==> src/logic/hts_pkg.sv <==
// Behaviour
// - Take one field sample every 16.67 us; this tick drives all decisions.
// - Decision value is the mean of newest and previous field samples.
// - Average above operate threshold pulls the open-drain output low.
// - Average below release threshold releases the output to high impedance.
// - Between thresholds the previous output state is held (hysteresis).
// - Field is signed, south positive; weak, zero or north fields release.
// - Output changes only at a tick whose average has crossed a threshold.
// - Field crossing to output change is 13 us typical, at most 25 us.
// - Output is invalid until power-on time, 40 us typical, 70 us max.
// - Power-up between thresholds leaves output undefined until a crossing.
// - Operate threshold is a per-variant parameter: 2.9, 9.2 or 17.9 mT.
// - Release threshold per variant: 1.8, 7.0 or 14.1 mT, below operate.
// - Output only sinks to ground or floats, never drives high.
package hts_pkg;
    localparam int FIELD_W = 16;
    // Field codes are in microtesla.
    localparam int OPERATE_A1_UT = 2900;
    localparam int RELEASE_A1_UT = 1800;
    localparam int OPERATE_A2_UT = 9200;
    localparam int RELEASE_A2_UT = 7000;
    localparam int OPERATE_A3_UT = 17900;
    localparam int RELEASE_A3_UT = 14100;
    localparam int CLK_PERIOD_PS = 10000;
    localparam int SAMPLE_PERIOD_PS = 16670000;
    localparam int SAMPLE_CYCLES = SAMPLE_PERIOD_PS / CLK_PERIOD_PS;
    localparam int POWER_ON_TYP_US = 40;
    localparam int POWER_ON_CYCLES =
        (POWER_ON_TYP_US * 1000000) / CLK_PERIOD_PS;
    localparam int PROP_MAX_US = 25;
    localparam int PROP_MAX_CYCLES = (PROP_MAX_US * 1000000) / CLK_PERIOD_PS;
    localparam int CNT_W = 12;
    localparam logic [CNT_W-1:0] CNT_RESET = 12'h0000;
endpackage

==> src/logic/hts_sample_hold.sv <==
`timescale 1ns/10ps
`default_nettype none
module hts_sample_hold
    import hts_pkg::*;
#(
    parameter int W = FIELD_W
) (
    input  wire logic         i_sys_clk,
    input  wire logic         i_rst,
    input  wire logic         i_tick,
    input  wire logic [W-1:0] i_field,
    output var  logic [W-1:0] o_newest,
    output var  logic [W-1:0] o_previous,
    output var  logic         o_primed
);
    // Two-entry sample history; primed once both entries are real samples.
    logic [1:0] fill;

    always_ff @(posedge i_sys_clk or posedge i_rst) begin
        if (i_rst) begin
            o_newest   <= '0;
            o_previous <= '0;
        end else if (i_tick) begin
            o_previous <= o_newest;
            o_newest   <= i_field;
        end
    end

    always_ff @(posedge i_sys_clk or posedge i_rst) begin
        if (i_rst) begin
            fill <= 2'h0;
        end else if (i_tick && fill != 2'h2) begin
            fill <= fill + 2'h1;
        end
    end

    assign o_primed = (fill == 2'h2);
endmodule // hts_sample_hold
`default_nettype wire

==> src/logic/hts_switch.sv <==
`timescale 1ns/10ps
`default_nettype none
module hts_switch
    import hts_pkg::*;
#(
    parameter int W = FIELD_W,
    parameter int OPERATE_UT = OPERATE_A1_UT,
    parameter int RELEASE_UT = RELEASE_A1_UT,
    parameter int SAMPLE_CNT = SAMPLE_CYCLES,
    parameter int POWER_CNT = POWER_ON_CYCLES
) (
    input  wire logic         i_sys_clk,
    input  wire logic         i_rst,
    input  wire logic [W-1:0] i_field,
    input  wire logic         i_out_pin,
    output logic              o_out_pin,
    output logic              o_out_pin_oe,
    output logic              o_valid,
    output logic              o_sample_tick
);
    typedef enum logic [2:0] {
        ST_POWERUP = 3'b001,
        ST_RELEASE = 3'b010,
        ST_OPERATE = 3'b100
    } hts_state_e;

    localparam logic signed [W:0] OP_TWICE = (W+1)'(2 * OPERATE_UT);
    localparam logic signed [W:0] RP_TWICE = (W+1)'(2 * RELEASE_UT);

    hts_state_e       state;
    hts_state_e       next_state;
    logic [CNT_W-1:0] tick_cnt;
    logic [CNT_W-1:0] pwr_cnt;
    logic             pwr_done;
    logic             tick;
    logic [W-1:0]     field_meta;
    logic [W-1:0]     field_sync;
    logic             pin_meta;
    logic             pin_sync;
    logic [W-1:0]     newest;
    logic [W-1:0]     previous;
    logic             primed;
    logic signed [W:0] sum2;
    logic             above_op;
    logic             below_rp;
    logic             decide;
    logic             crossed;
    logic [CNT_W-1:0] lag_cnt;

    // Field code comes from the analog front end, so it is resynchronised.
    // Multi-bit codes are assumed to change slowly relative to the clock.
    always_ff @(posedge i_sys_clk or posedge i_rst) begin
        if (i_rst) begin
            field_meta <= '0;
            field_sync <= '0;
            pin_meta   <= 1'b1;
            pin_sync   <= 1'b1;
        end else begin
            field_meta <= i_field;
            field_sync <= field_meta;
            pin_meta   <= i_out_pin;
            pin_sync   <= pin_meta;
        end
    end

    always_ff @(posedge i_sys_clk or posedge i_rst) begin
        if (i_rst) begin
            tick_cnt <= CNT_RESET;
            tick     <= 1'b0;
        end else if (tick_cnt == CNT_W'(SAMPLE_CNT - 1)) begin
            tick_cnt <= CNT_RESET;
            tick     <= 1'b1;
        end else begin
            tick_cnt <= tick_cnt + 1'b1;
            tick     <= 1'b0;
        end
    end

    always_ff @(posedge i_sys_clk or posedge i_rst) begin
        if (i_rst) begin
            pwr_cnt  <= CNT_RESET;
            pwr_done <= 1'b0;
        end else if (pwr_cnt == CNT_W'(POWER_CNT - 1)) begin
            pwr_done <= 1'b1;
        end else begin
            pwr_cnt <= pwr_cnt + 1'b1;
        end
    end

    hts_sample_hold #(
        .W (W)
    ) u_hold (
        .i_sys_clk  (i_sys_clk),
        .i_rst      (i_rst),
        .i_tick     (tick),
        .i_field    (field_sync),
        .o_newest   (newest),
        .o_previous (previous),
        .o_primed   (primed)
    );

    // Comparing the sum against twice each threshold keeps the mean exact.
    assign sum2 = $signed({newest[W-1], newest})
                + $signed({previous[W-1], previous});
    assign above_op = sum2 > OP_TWICE;
    assign below_rp = sum2 < RP_TWICE;

    always_comb begin
        next_state = state;
        case (state)
            ST_POWERUP: begin
                if (above_op) next_state = ST_OPERATE;
                else if (below_rp) next_state = ST_RELEASE;
            end
            ST_RELEASE: if (above_op) next_state = ST_OPERATE;
            ST_OPERATE: if (below_rp) next_state = ST_RELEASE;
            default: next_state = ST_POWERUP;
        endcase
    end

    // The tick itself loads the history, so the decision waits one cycle.
    // Deciding on the tick would average the two samples before the newest
    // one and add a whole sample period to the propagation delay.
    always_ff @(posedge i_sys_clk or posedge i_rst) begin
        if (i_rst) begin
            decide <= 1'b0;
        end else begin
            decide <= tick;
        end
    end

    // Decisions are taken only in the cycle after a tick, with two real samples held and power-on done.
    always_ff @(posedge i_sys_clk or posedge i_rst) begin
        if (i_rst) begin
            state <= ST_POWERUP;
        end else if (decide && primed && pwr_done) begin
            state <= next_state;
        end
    end

    // Cycles in which a crossed average still waits for its decision.
    assign crossed = (state != ST_OPERATE && above_op)
                  || (state != ST_RELEASE && below_rp);

    always_ff @(posedge i_sys_clk or posedge i_rst) begin
        if (i_rst) begin
            lag_cnt <= CNT_RESET;
        end else if (primed && pwr_done && crossed) begin
            lag_cnt <= lag_cnt + 1'b1;
        end else begin
            lag_cnt <= CNT_RESET;
        end
    end

    always_ff @(posedge i_sys_clk or posedge i_rst) begin
        if (i_rst) begin
            o_out_pin     <= 1'b0;
            o_out_pin_oe  <= 1'b0;
            o_valid       <= 1'b0;
            o_sample_tick <= 1'b0;
        end else begin
            o_out_pin     <= 1'b0;
            o_out_pin_oe  <= (state == ST_OPERATE);
            o_valid       <= pwr_done && (state != ST_POWERUP);
            o_sample_tick <= tick;
        end
    end

    // Timing of the sample strobe.
    chk_tick_spacing: assert property (
        @(posedge i_sys_clk) disable iff (i_rst)
        tick |=> !tick [*8]) else $error("sample tick too close");
    chk_tick_bound: assert property (
        @(posedge i_sys_clk) disable iff (i_rst)
        tick_cnt < CNT_W'(SAMPLE_CNT)) else $error("tick count overrun");

    // Output stage.
    chk_never_high: assert property (
        @(posedge i_sys_clk) disable iff (i_rst)
        o_out_pin == 1'b0) else $error("output driven high");
    chk_operate_low: assert property (
        @(posedge i_sys_clk) disable iff (i_rst)
        (state == ST_OPERATE) |=> o_out_pin_oe) else $error("no pull low");
    chk_release_float: assert property (
        @(posedge i_sys_clk) disable iff (i_rst)
        (state != ST_OPERATE) |=> !o_out_pin_oe) else $error("stuck low");
    // The released readback only holds while a pullup sits on the far side of the pin.
    chk_pin_pulled_low: assert property (
        @(posedge i_sys_clk) disable iff (i_rst)
        o_out_pin_oe [*3] |-> !pin_sync) else $error("pin not low");
    chk_pin_released: assert property (
        @(posedge i_sys_clk) disable iff (i_rst)
        !o_out_pin_oe [*3] |-> pin_sync) else $error("pin not high");

    // Decision timing and hysteresis.
    chk_hold_between: assert property (
        @(posedge i_sys_clk) disable iff (i_rst)
        (!above_op && !below_rp) |=> $stable(state)) else $error("hyst");
    chk_only_on_tick: assert property (
        @(posedge i_sys_clk) disable iff (i_rst)
        !decide |=> $stable(state)) else $error("change off tick");
    chk_op_reacts: assert property (
        @(posedge i_sys_clk) disable iff (i_rst)
        (decide && primed && pwr_done && above_op) |=> ##1 o_out_pin_oe)
        else $error("late operate");
    chk_release_reacts: assert property (
        @(posedge i_sys_clk) disable iff (i_rst)
        (decide && primed && pwr_done && below_rp) |=> ##1 !o_out_pin_oe)
        else $error("late release");
    chk_prop_bound: assert property (
        @(posedge i_sys_clk) disable iff (i_rst)
        lag_cnt <= CNT_W'(SAMPLE_CNT)) else $error("decision too late");
    chk_north_float: assert property (
        @(posedge i_sys_clk) disable iff (i_rst)
        (decide && primed && pwr_done && sum2 < 0) |=> ##1 !o_out_pin_oe)
        else $error("north not released");

    // Power-on and the undefined start.
    chk_power_gate: assert property (
        @(posedge i_sys_clk) disable iff (i_rst)
        !pwr_done |=> !o_valid && !o_out_pin_oe) else $error("early out");
    chk_early_state: assert property (
        @(posedge i_sys_clk) disable iff (i_rst)
        !pwr_done |-> state == ST_POWERUP) else $error("early decision");
    chk_unprimed_wait: assert property (
        @(posedge i_sys_clk) disable iff (i_rst)
        !primed |-> state == ST_POWERUP) else $error("decision unprimed");
    chk_undef_flag: assert property (
        @(posedge i_sys_clk) disable iff (i_rst)
        (state == ST_POWERUP) |=> !o_valid) else $error("valid early");
    chk_valid_follows: assert property (
        @(posedge i_sys_clk) disable iff (i_rst)
        (decide && primed && pwr_done && (above_op || below_rp))
        |=> ##1 o_valid) else $error("valid late");
    chk_valid_kept: assert property (
        @(posedge i_sys_clk) disable iff (i_rst)
        o_valid |=> o_valid) else $error("valid lost");
endmodule // hts_switch
`default_nettype wire

==> config.mk <==
export PLATFORM = sky130hd
export DESIGN_NAME = hts_switch
export DESIGN_NICKNAME = d
export VERILOG_FILES = /design/src/logic/hts_pkg.sv /design/src/logic/hts_sample_hold.sv /design/src/logic/hts_switch.sv
export SDC_FILE = /design/constraint.sdc
export NUM_CORES = 1
export LEC_CHECK = 0
export CAP_MARGIN = 20
export CORE_MARGIN = 2
export CORE_UTILIZATION = 50
export CTS_CLUSTER_SIZE = 10
export DETAILED_ROUTE_END_ITERATION = 8
export DONT_BUFFER_PORTS = 1
export PLACE_DENSITY = 0.61
export SYNTH_ARGS = -nofsm -noshare
export SYNTH_HDL_FRONTEND = slang
export SYNTH_SLANG_ARGS = --single-unit
export TNS_END_PERCENT = 1
==> constraint.sdc <==
create_clock -name i_sys_clk -period 4.65 [get_ports i_sys_clk]
set_input_delay 0.6975 -clock i_sys_clk [delete_from_list [all_inputs] [get_ports i_sys_clk]]
set_output_delay 0.6975 -clock i_sys_clk [all_outputs]
set_load 0.02 [all_outputs]
; Word level (Yosys, flattened, before mapping)
; Cells that the tools add are included.
[word_totals]
elab_cells = 39
inputBits = 19
out_inout_bits = 4
ff_bits = 98
[classes]
n_addsub = 4
order_cmp = 2
n_mux = 6
eq_ne = 9
n_reduce_logical = 5
[ops]
columns = operator, n
row1 = $add A12 B1 Y12 const B, 2
row2 = $add A16 B16 Y17, 1
row3 = $gt A17 B14 Y1 const B, 1
row4 = $lt A17 B13 Y1 const B, 1
row5 = $eq A12 B11 Y1 const B, 1
row6 = $eq A12 B12 Y1 const B, 1
row7 = $mux W12, 1
row8 = $mux W3, 3
row9 = $pmux W3 S3, 1
row10 = $logic_and A1 B1 Y1, 4
row11 = $ne A2 B2 Y1 const B, 2
row12 = $eq A3 B1 Y1 const B, 1
row13 = $eq A3 B2 Y1 const B, 1
row14 = $eq A3 B3 Y1 const B, 1
row15 = $ne A3 B1 Y1 const B, 1
row16 = $add A2 B1 Y2 const B, 1
row17 = $eq A2 B2 Y1 const B, 1
row18 = $reduce_and A2 Y1, 1
row19 = $mux W1, 1

; Longest topological paths before layout
[logic_depth]
depth_word = 5
ltp_mapped = 12
depth_no_buf = 12

; By module
; Synthesis repeated with hierarchy kept, for this count alone.
[hier_totals]
cells_unflattened = 380
area_unflattened_um2 = 4697.0
[by_module_without_submodules]
columns = mod, cells_each, instances, area_each_um2
row1 = hts_switch, 303, 1, 3253.1
row2 = hts_sample_hold, 77, 1, 1443.9

; Worst setup path before layout
; No wires, ideal clock.
[synth_path]
kind = flip-flop to flip-flop
start = register u_hold.o_newest[0]
end = register state[2]
required_ns = 4.511
synth_period_minus_slack_ns = 2.971
path_slack_ns = 1.679
stages_incl_launch_ff = 13
t_arrival_ns = 2.833
path_buffers = 0
cell_sequence = dfrtp_1 > ha_1 > fa_1 > a211oi_2 > o311a_1 > nor3_2 > o21a_1 > o21a_1 > or3_1 > a211oi_2 > o31ai_1 > a32oi_1 > o221ai_1
[synth_via]
elab_chain_cells = 5
elab_cells_between_ends = 8
[synth_lines]
columns = element, line_no
row1 = start: declaration, hts_sample_hold.sv:12  ; output var logic [W-1:0] o_newest,
row2 = start signal: assignment, hts_sample_hold.sv:25  ; o_newest <= i_field;
row3 = $add A16 B16 Y17 *, hts_switch.sv:104  ; + $signed({previous[W-1], previous});
row4 = $lt A17 B13 Y1, hts_switch.sv:106  ; assign below_rp = sum2 < RP_TWICE;
row5 = $mux W3, -
row6 = $mux W3, hts_switch.sv:112  ; if (above_op) next_state = ST_OPERATE;
row7 = $pmux W3 S3, hts_switch.sv:110  ; case (state)
row8 = end signal: assignment, hts_switch.sv:137  ; state <= next_state;
row9 = end: declaration, hts_switch.sv:30  ; hts_state_e state;
; Mark *: on every way between the ends. The rest lies on a longest branch, timed or not.
; A chain may end at the register's enable or synchronous reset.

; Final worst setup path
; Ends and elaborated chain as after synthesis.

==> run_results.csv <==
group,metric,value,unit
outcome,outcome,"complete, no violations",
synthesis,syn_area,4380,µm²
critical_path,crit-reg2reg-capture,"state[2]",
critical_path,timing.critical_path.slowest_stage_cell,"fa_1",
cells_and_area,final_net_count,410,
synthesis,synth_ff_type,"dfrtp_1",
sta,grt_setup_unrepaired,"no",
cells_and_area,area_growth_syn_to_layout,7.09,%
sta,finalMaxSlewViolations,0,
routing,route.final.wire_length,6740,µm
placement,place.detailed.hpwl,4650,µm
power,internal_power,1.09,mW
critical_path,path_buf_inv,0,
critical_path,r2r_slack,1.35,ns
cells_and_area,layout-drive-gt1-share,0.157,
global_routing,grt_start_max_net_pins,61,
critical_path,r2r.worst_path.cells,12,
sta,setup_viol,0,
power,switching_share,0.234,
clock_network,post_cts.resized_instances,0,
routing,dr_total_vias,2652,
sta,worstMarginPinSlew,0.714,ns
critical_path,cp_cell_sequence,"ha_1 > fa_1 > a211oi_2 > o311a_1 > nor3_2 > o21a_1 > o21a_1 > or3_1 > a211oi_2 > o31ai_1 > a32oi_1 > o221ai_1",
placement,place_congestion,0.885,
routing,first_iter_violations,176,
critical_path,family_with_the_most_delay_on_the_worst_path,"compound AO/OA/AOI/OAI gates",
placement,dp.cells,467,
clock_network,post-cts-setup-buffer-count,0,
synthesis,postSynth.asyncResetShare,1.00,
clock_network,cts_hold_buffers,0,
die,initial_core_util,0.509,
synthesis,yosysWarnings,0,
clock_network,tritoncts_clock_tree,"built",
cells_and_area,final_cell_mix,"97 x dfrtp_1, 33 x mux2_2, 25 x nor2_1, 21 x xnor2_1",
sta,post-route-worst-setup-slack,1.35,ns
clock_network,ctsLongestPathBuffers,2,
routing,wire_per_inst,14.0,µm
hold_path,min_path_type,"in -> async",
cells_and_area,layout_commonest_cell,"dfrtp_1",
power,power.static_leakage,2.19,nW
cells_and_area,stdcell_count,483,
die,placeableCoreArea,8590,µm²
power,power_frac_comb,0.012,
die,fp-row-count,34,
clock_network,clk_pin_slew,0.11,ns
power,p_per_area,303,nW/µm²
synthesis,synth_enable_flop_cells,0,
flow_run,max_cap_violations,0,
synthesis,syn_inst,365,
placement,port_buf_inserts,0,
critical_path,critical_path_arrival,3.53,ns
sta,finalSetupTns,0,ns
die,die_x,97.6,µm
global_routing,number_of_antenna_violations_at_the_first_check_in_global_routing,0,
critical_path,startpoint_type,"flip-flop",
cells_and_area,num_antenna_cells,0,
power,pwr-share-clk,0.376,
sta,fin_skew,0.0159,ns
cells_and_area,multiInputGateArea,1840,µm²
global_routing,gr-total-overflow,0,
clock_network,h-tree-depth,3,
critical_path,timing_worst_setup_path_type,"reg -> reg",
critical_path,crit_fanout,3,
global_routing,track_usage,0.163,
routing,drtAntennaViolNets,0,
global_routing,grt_pass1_wl,12600,µm
routing,detail_route.drc_violations,0,
sta,finalHoldViolations,0,
sta,post-route-period-util,0.709,
synthesis,synth_area_per_inst,12.0,µm²
routing,avgViaCountPerCell,5.49,
sta,layout_min_cycle_time,3.30,ns
clock_network,clock_sink_count,98,
synthesis,synth_seq_cells,98,
power,max-vdd-ir-drop,0.185,mV
synthesis,mappedNetlistNets,405,
clock_network,clock_insertion_delay_worst_skew,0.37,ns
power,total_power,1.42,mW
synthesis,synth_sequential_area_ratio,0.560,
critical_path,crit_path_max_incr_delay,0.44,ns
cells_and_area,layout.area.seq,2450,µm²
cells_and_area,final_core_util,0.546,
sta,relSlewSlack,0.524,
critical_path,worstReg2RegStart,"u_hold.o_newest[0]",
sta,max_freq,0.303,GHz
die,design.die.area,9520,µm²
routing,dr.pass1.iters,4,
critical_path,worstPathRequired,4.88,ns
global_routing,first_global_vias,2701,
placement,preCtsSetupSlack,1.39,ns
die,die_h,97.6,µm
power,pwr-share-seq,0.612,
clock_network,cts.root.buffer_cell,"clkbuf_8",
power,switchingPower,0.332,mW
critical_path,setup.worst_path.end_class,"flip-flop",
synthesis,ys_types,50,
cells_and_area,fill_cells,748,
die,io-pin-count,23,
clock_network,cts_buffers,9,
-- sequential cells by signal, indices dropped and copies added (netlist names), 2 cells and up --
| name | flops |
|---|---|
| u_hold.o_newest | 16 |
| u_hold.fill | 2 |
| pwr_cnt | 12 |
| field_meta | 16 |
| u_hold.o_previous | 16 |
| tick_cnt | 12 |
| field_sync | 16 |
| state | 3 |
-- cell usage after synthesis, types with 2 or more instances --
cell | number | share of area
buf_2 | 2 | 0.0023
buf_4 | 2 | 0.0034
nor3_1 | 4 | 0.0046
a21oi_1 | 15 | 0.017
nor2b_1 | 6 | 0.0086
nand2_1 | 20 | 0.017
clkbuf_1 | 5 | 0.0043
nor2_1 | 25 | 0.021
o2bb2ai_1 | 2 | 0.0040
nand2b_1 | 4 | 0.0057
o22ai_1 | 3 | 0.0043
o21bai_1 | 2 | 0.0034
inv_1 | 11 | 0.0094
ha_1 | 20 | 0.057
o21ai_0 | 11 | 0.013
mux2i_1 | 2 | 0.0046
nand3_1 | 16 | 0.018
nor4b_1 | 2 | 0.0040
a21o_1 | 3 | 0.0051
and3_1 | 6 | 0.0086
nand4_1 | 7 | 0.010
dfrtp_1 | 97 | 0.55
a31oi_1 | 2 | 0.0029
a211o_1 | 2 | 0.0040
o211ai_1 | 3 | 0.0051
xnor2_1 | 21 | 0.042
a211oi_2 | 2 | 0.0057
o32ai_1 | 2 | 0.0040
o21a_1 | 5 | 0.0086
mux2_2 | 33 | 0.085
xor2_1 | 9 | 0.018
and2_1 | 3 | 0.0043
-- power by group through the flow --
stage	clock network, mW	logic, mW	registers [mW]
3_5_place_dp	0	0.0187	0.886
5_1_grt	0.594	0.0213	0.871
3_3_place_gp	0	0.0185	0.885
2_1_floorplan	0	0.0138	0.885
4_1_cts	0.562	0.0188	0.870
6_report	0.534	0.0169	0.869
-- kinds of logic after synthesis --
| logic type | after synthesis | share of synthesized area |
|---|---|---|
| buffers and inverters | 20 | 0.0194 |
| other | 1 | 0.000857 |
| xor gates and xnor gates | 30 | 0.0600 |
| DFF | 98 | 0.560 |
| AOI/OAI and AO/OA | 62 | 0.0963 |
| muxes | 35 | 0.0895 |
| adders and majority gates | 21 | 0.0617 |
| and+or+nand+nor | 98 | 0.112 |
-- cell type report --
cell class | instances | area share
Clock buffer | 10 | 0.0294
Clock inverter | 6 | 0.0125
Inverter | 11 | 0.00934
Multi-Input combinational cell | 247 | 0.392
Sequential cell | 98 | 0.523
Tap cell | 108 | 0.0288
Timing Repair Buffer | 3 | 0.00427
-- layer usage --
metal / global-route usage / wire length, µm / vias to the layer above
met3: 0.0453 / 257 / 8
met2: 0.257 / 3130 / 37
met5: 0 / 0 / -
met4: 0.0641 / 116 / 0
li1: - / - / 1297
met1: 0.216 / 3240 / 1310
-- metrics by stage --
step           hold slack (ns)  cell area [µm²]
4_1_cts                  0.319             4690
3_5_place_dp             0.335             4490
6_report                 0.311             4690
5_1_grt                  0.303             4690
3_3_place_gp             0.331             4490
2_1_floorplan            0.331             4380
-- worst reg2reg max path, delay by kind of cell (launching register included) --
family | cells | cell delay, ns
AOI/OAI and AO/OA | 8 | 1.71
adders and majority gates | 2 | 0.67
DFF | 1 | 0.41
and+or+nand+nor | 2 | 0.39
-- how the worst max path moves through the flow --
stage / from / depth (start not counted) / endpoint
2_1_floorplan: i_rst / 1 / field_meta[0]
6_report: u_hold.o_newest[0] / 12 / state[2]
3_5_place_dp: u_hold.o_newest[0] / 12 / state[2]
5_1_grt: u_hold.o_newest[0] / 12 / state[2]
4_1_cts: u_hold.o_newest[0] / 12 / state[2]
3_3_place_gp: u_hold.o_newest[0] / 12 / state[2]
(Power assumes the default switching activity.)
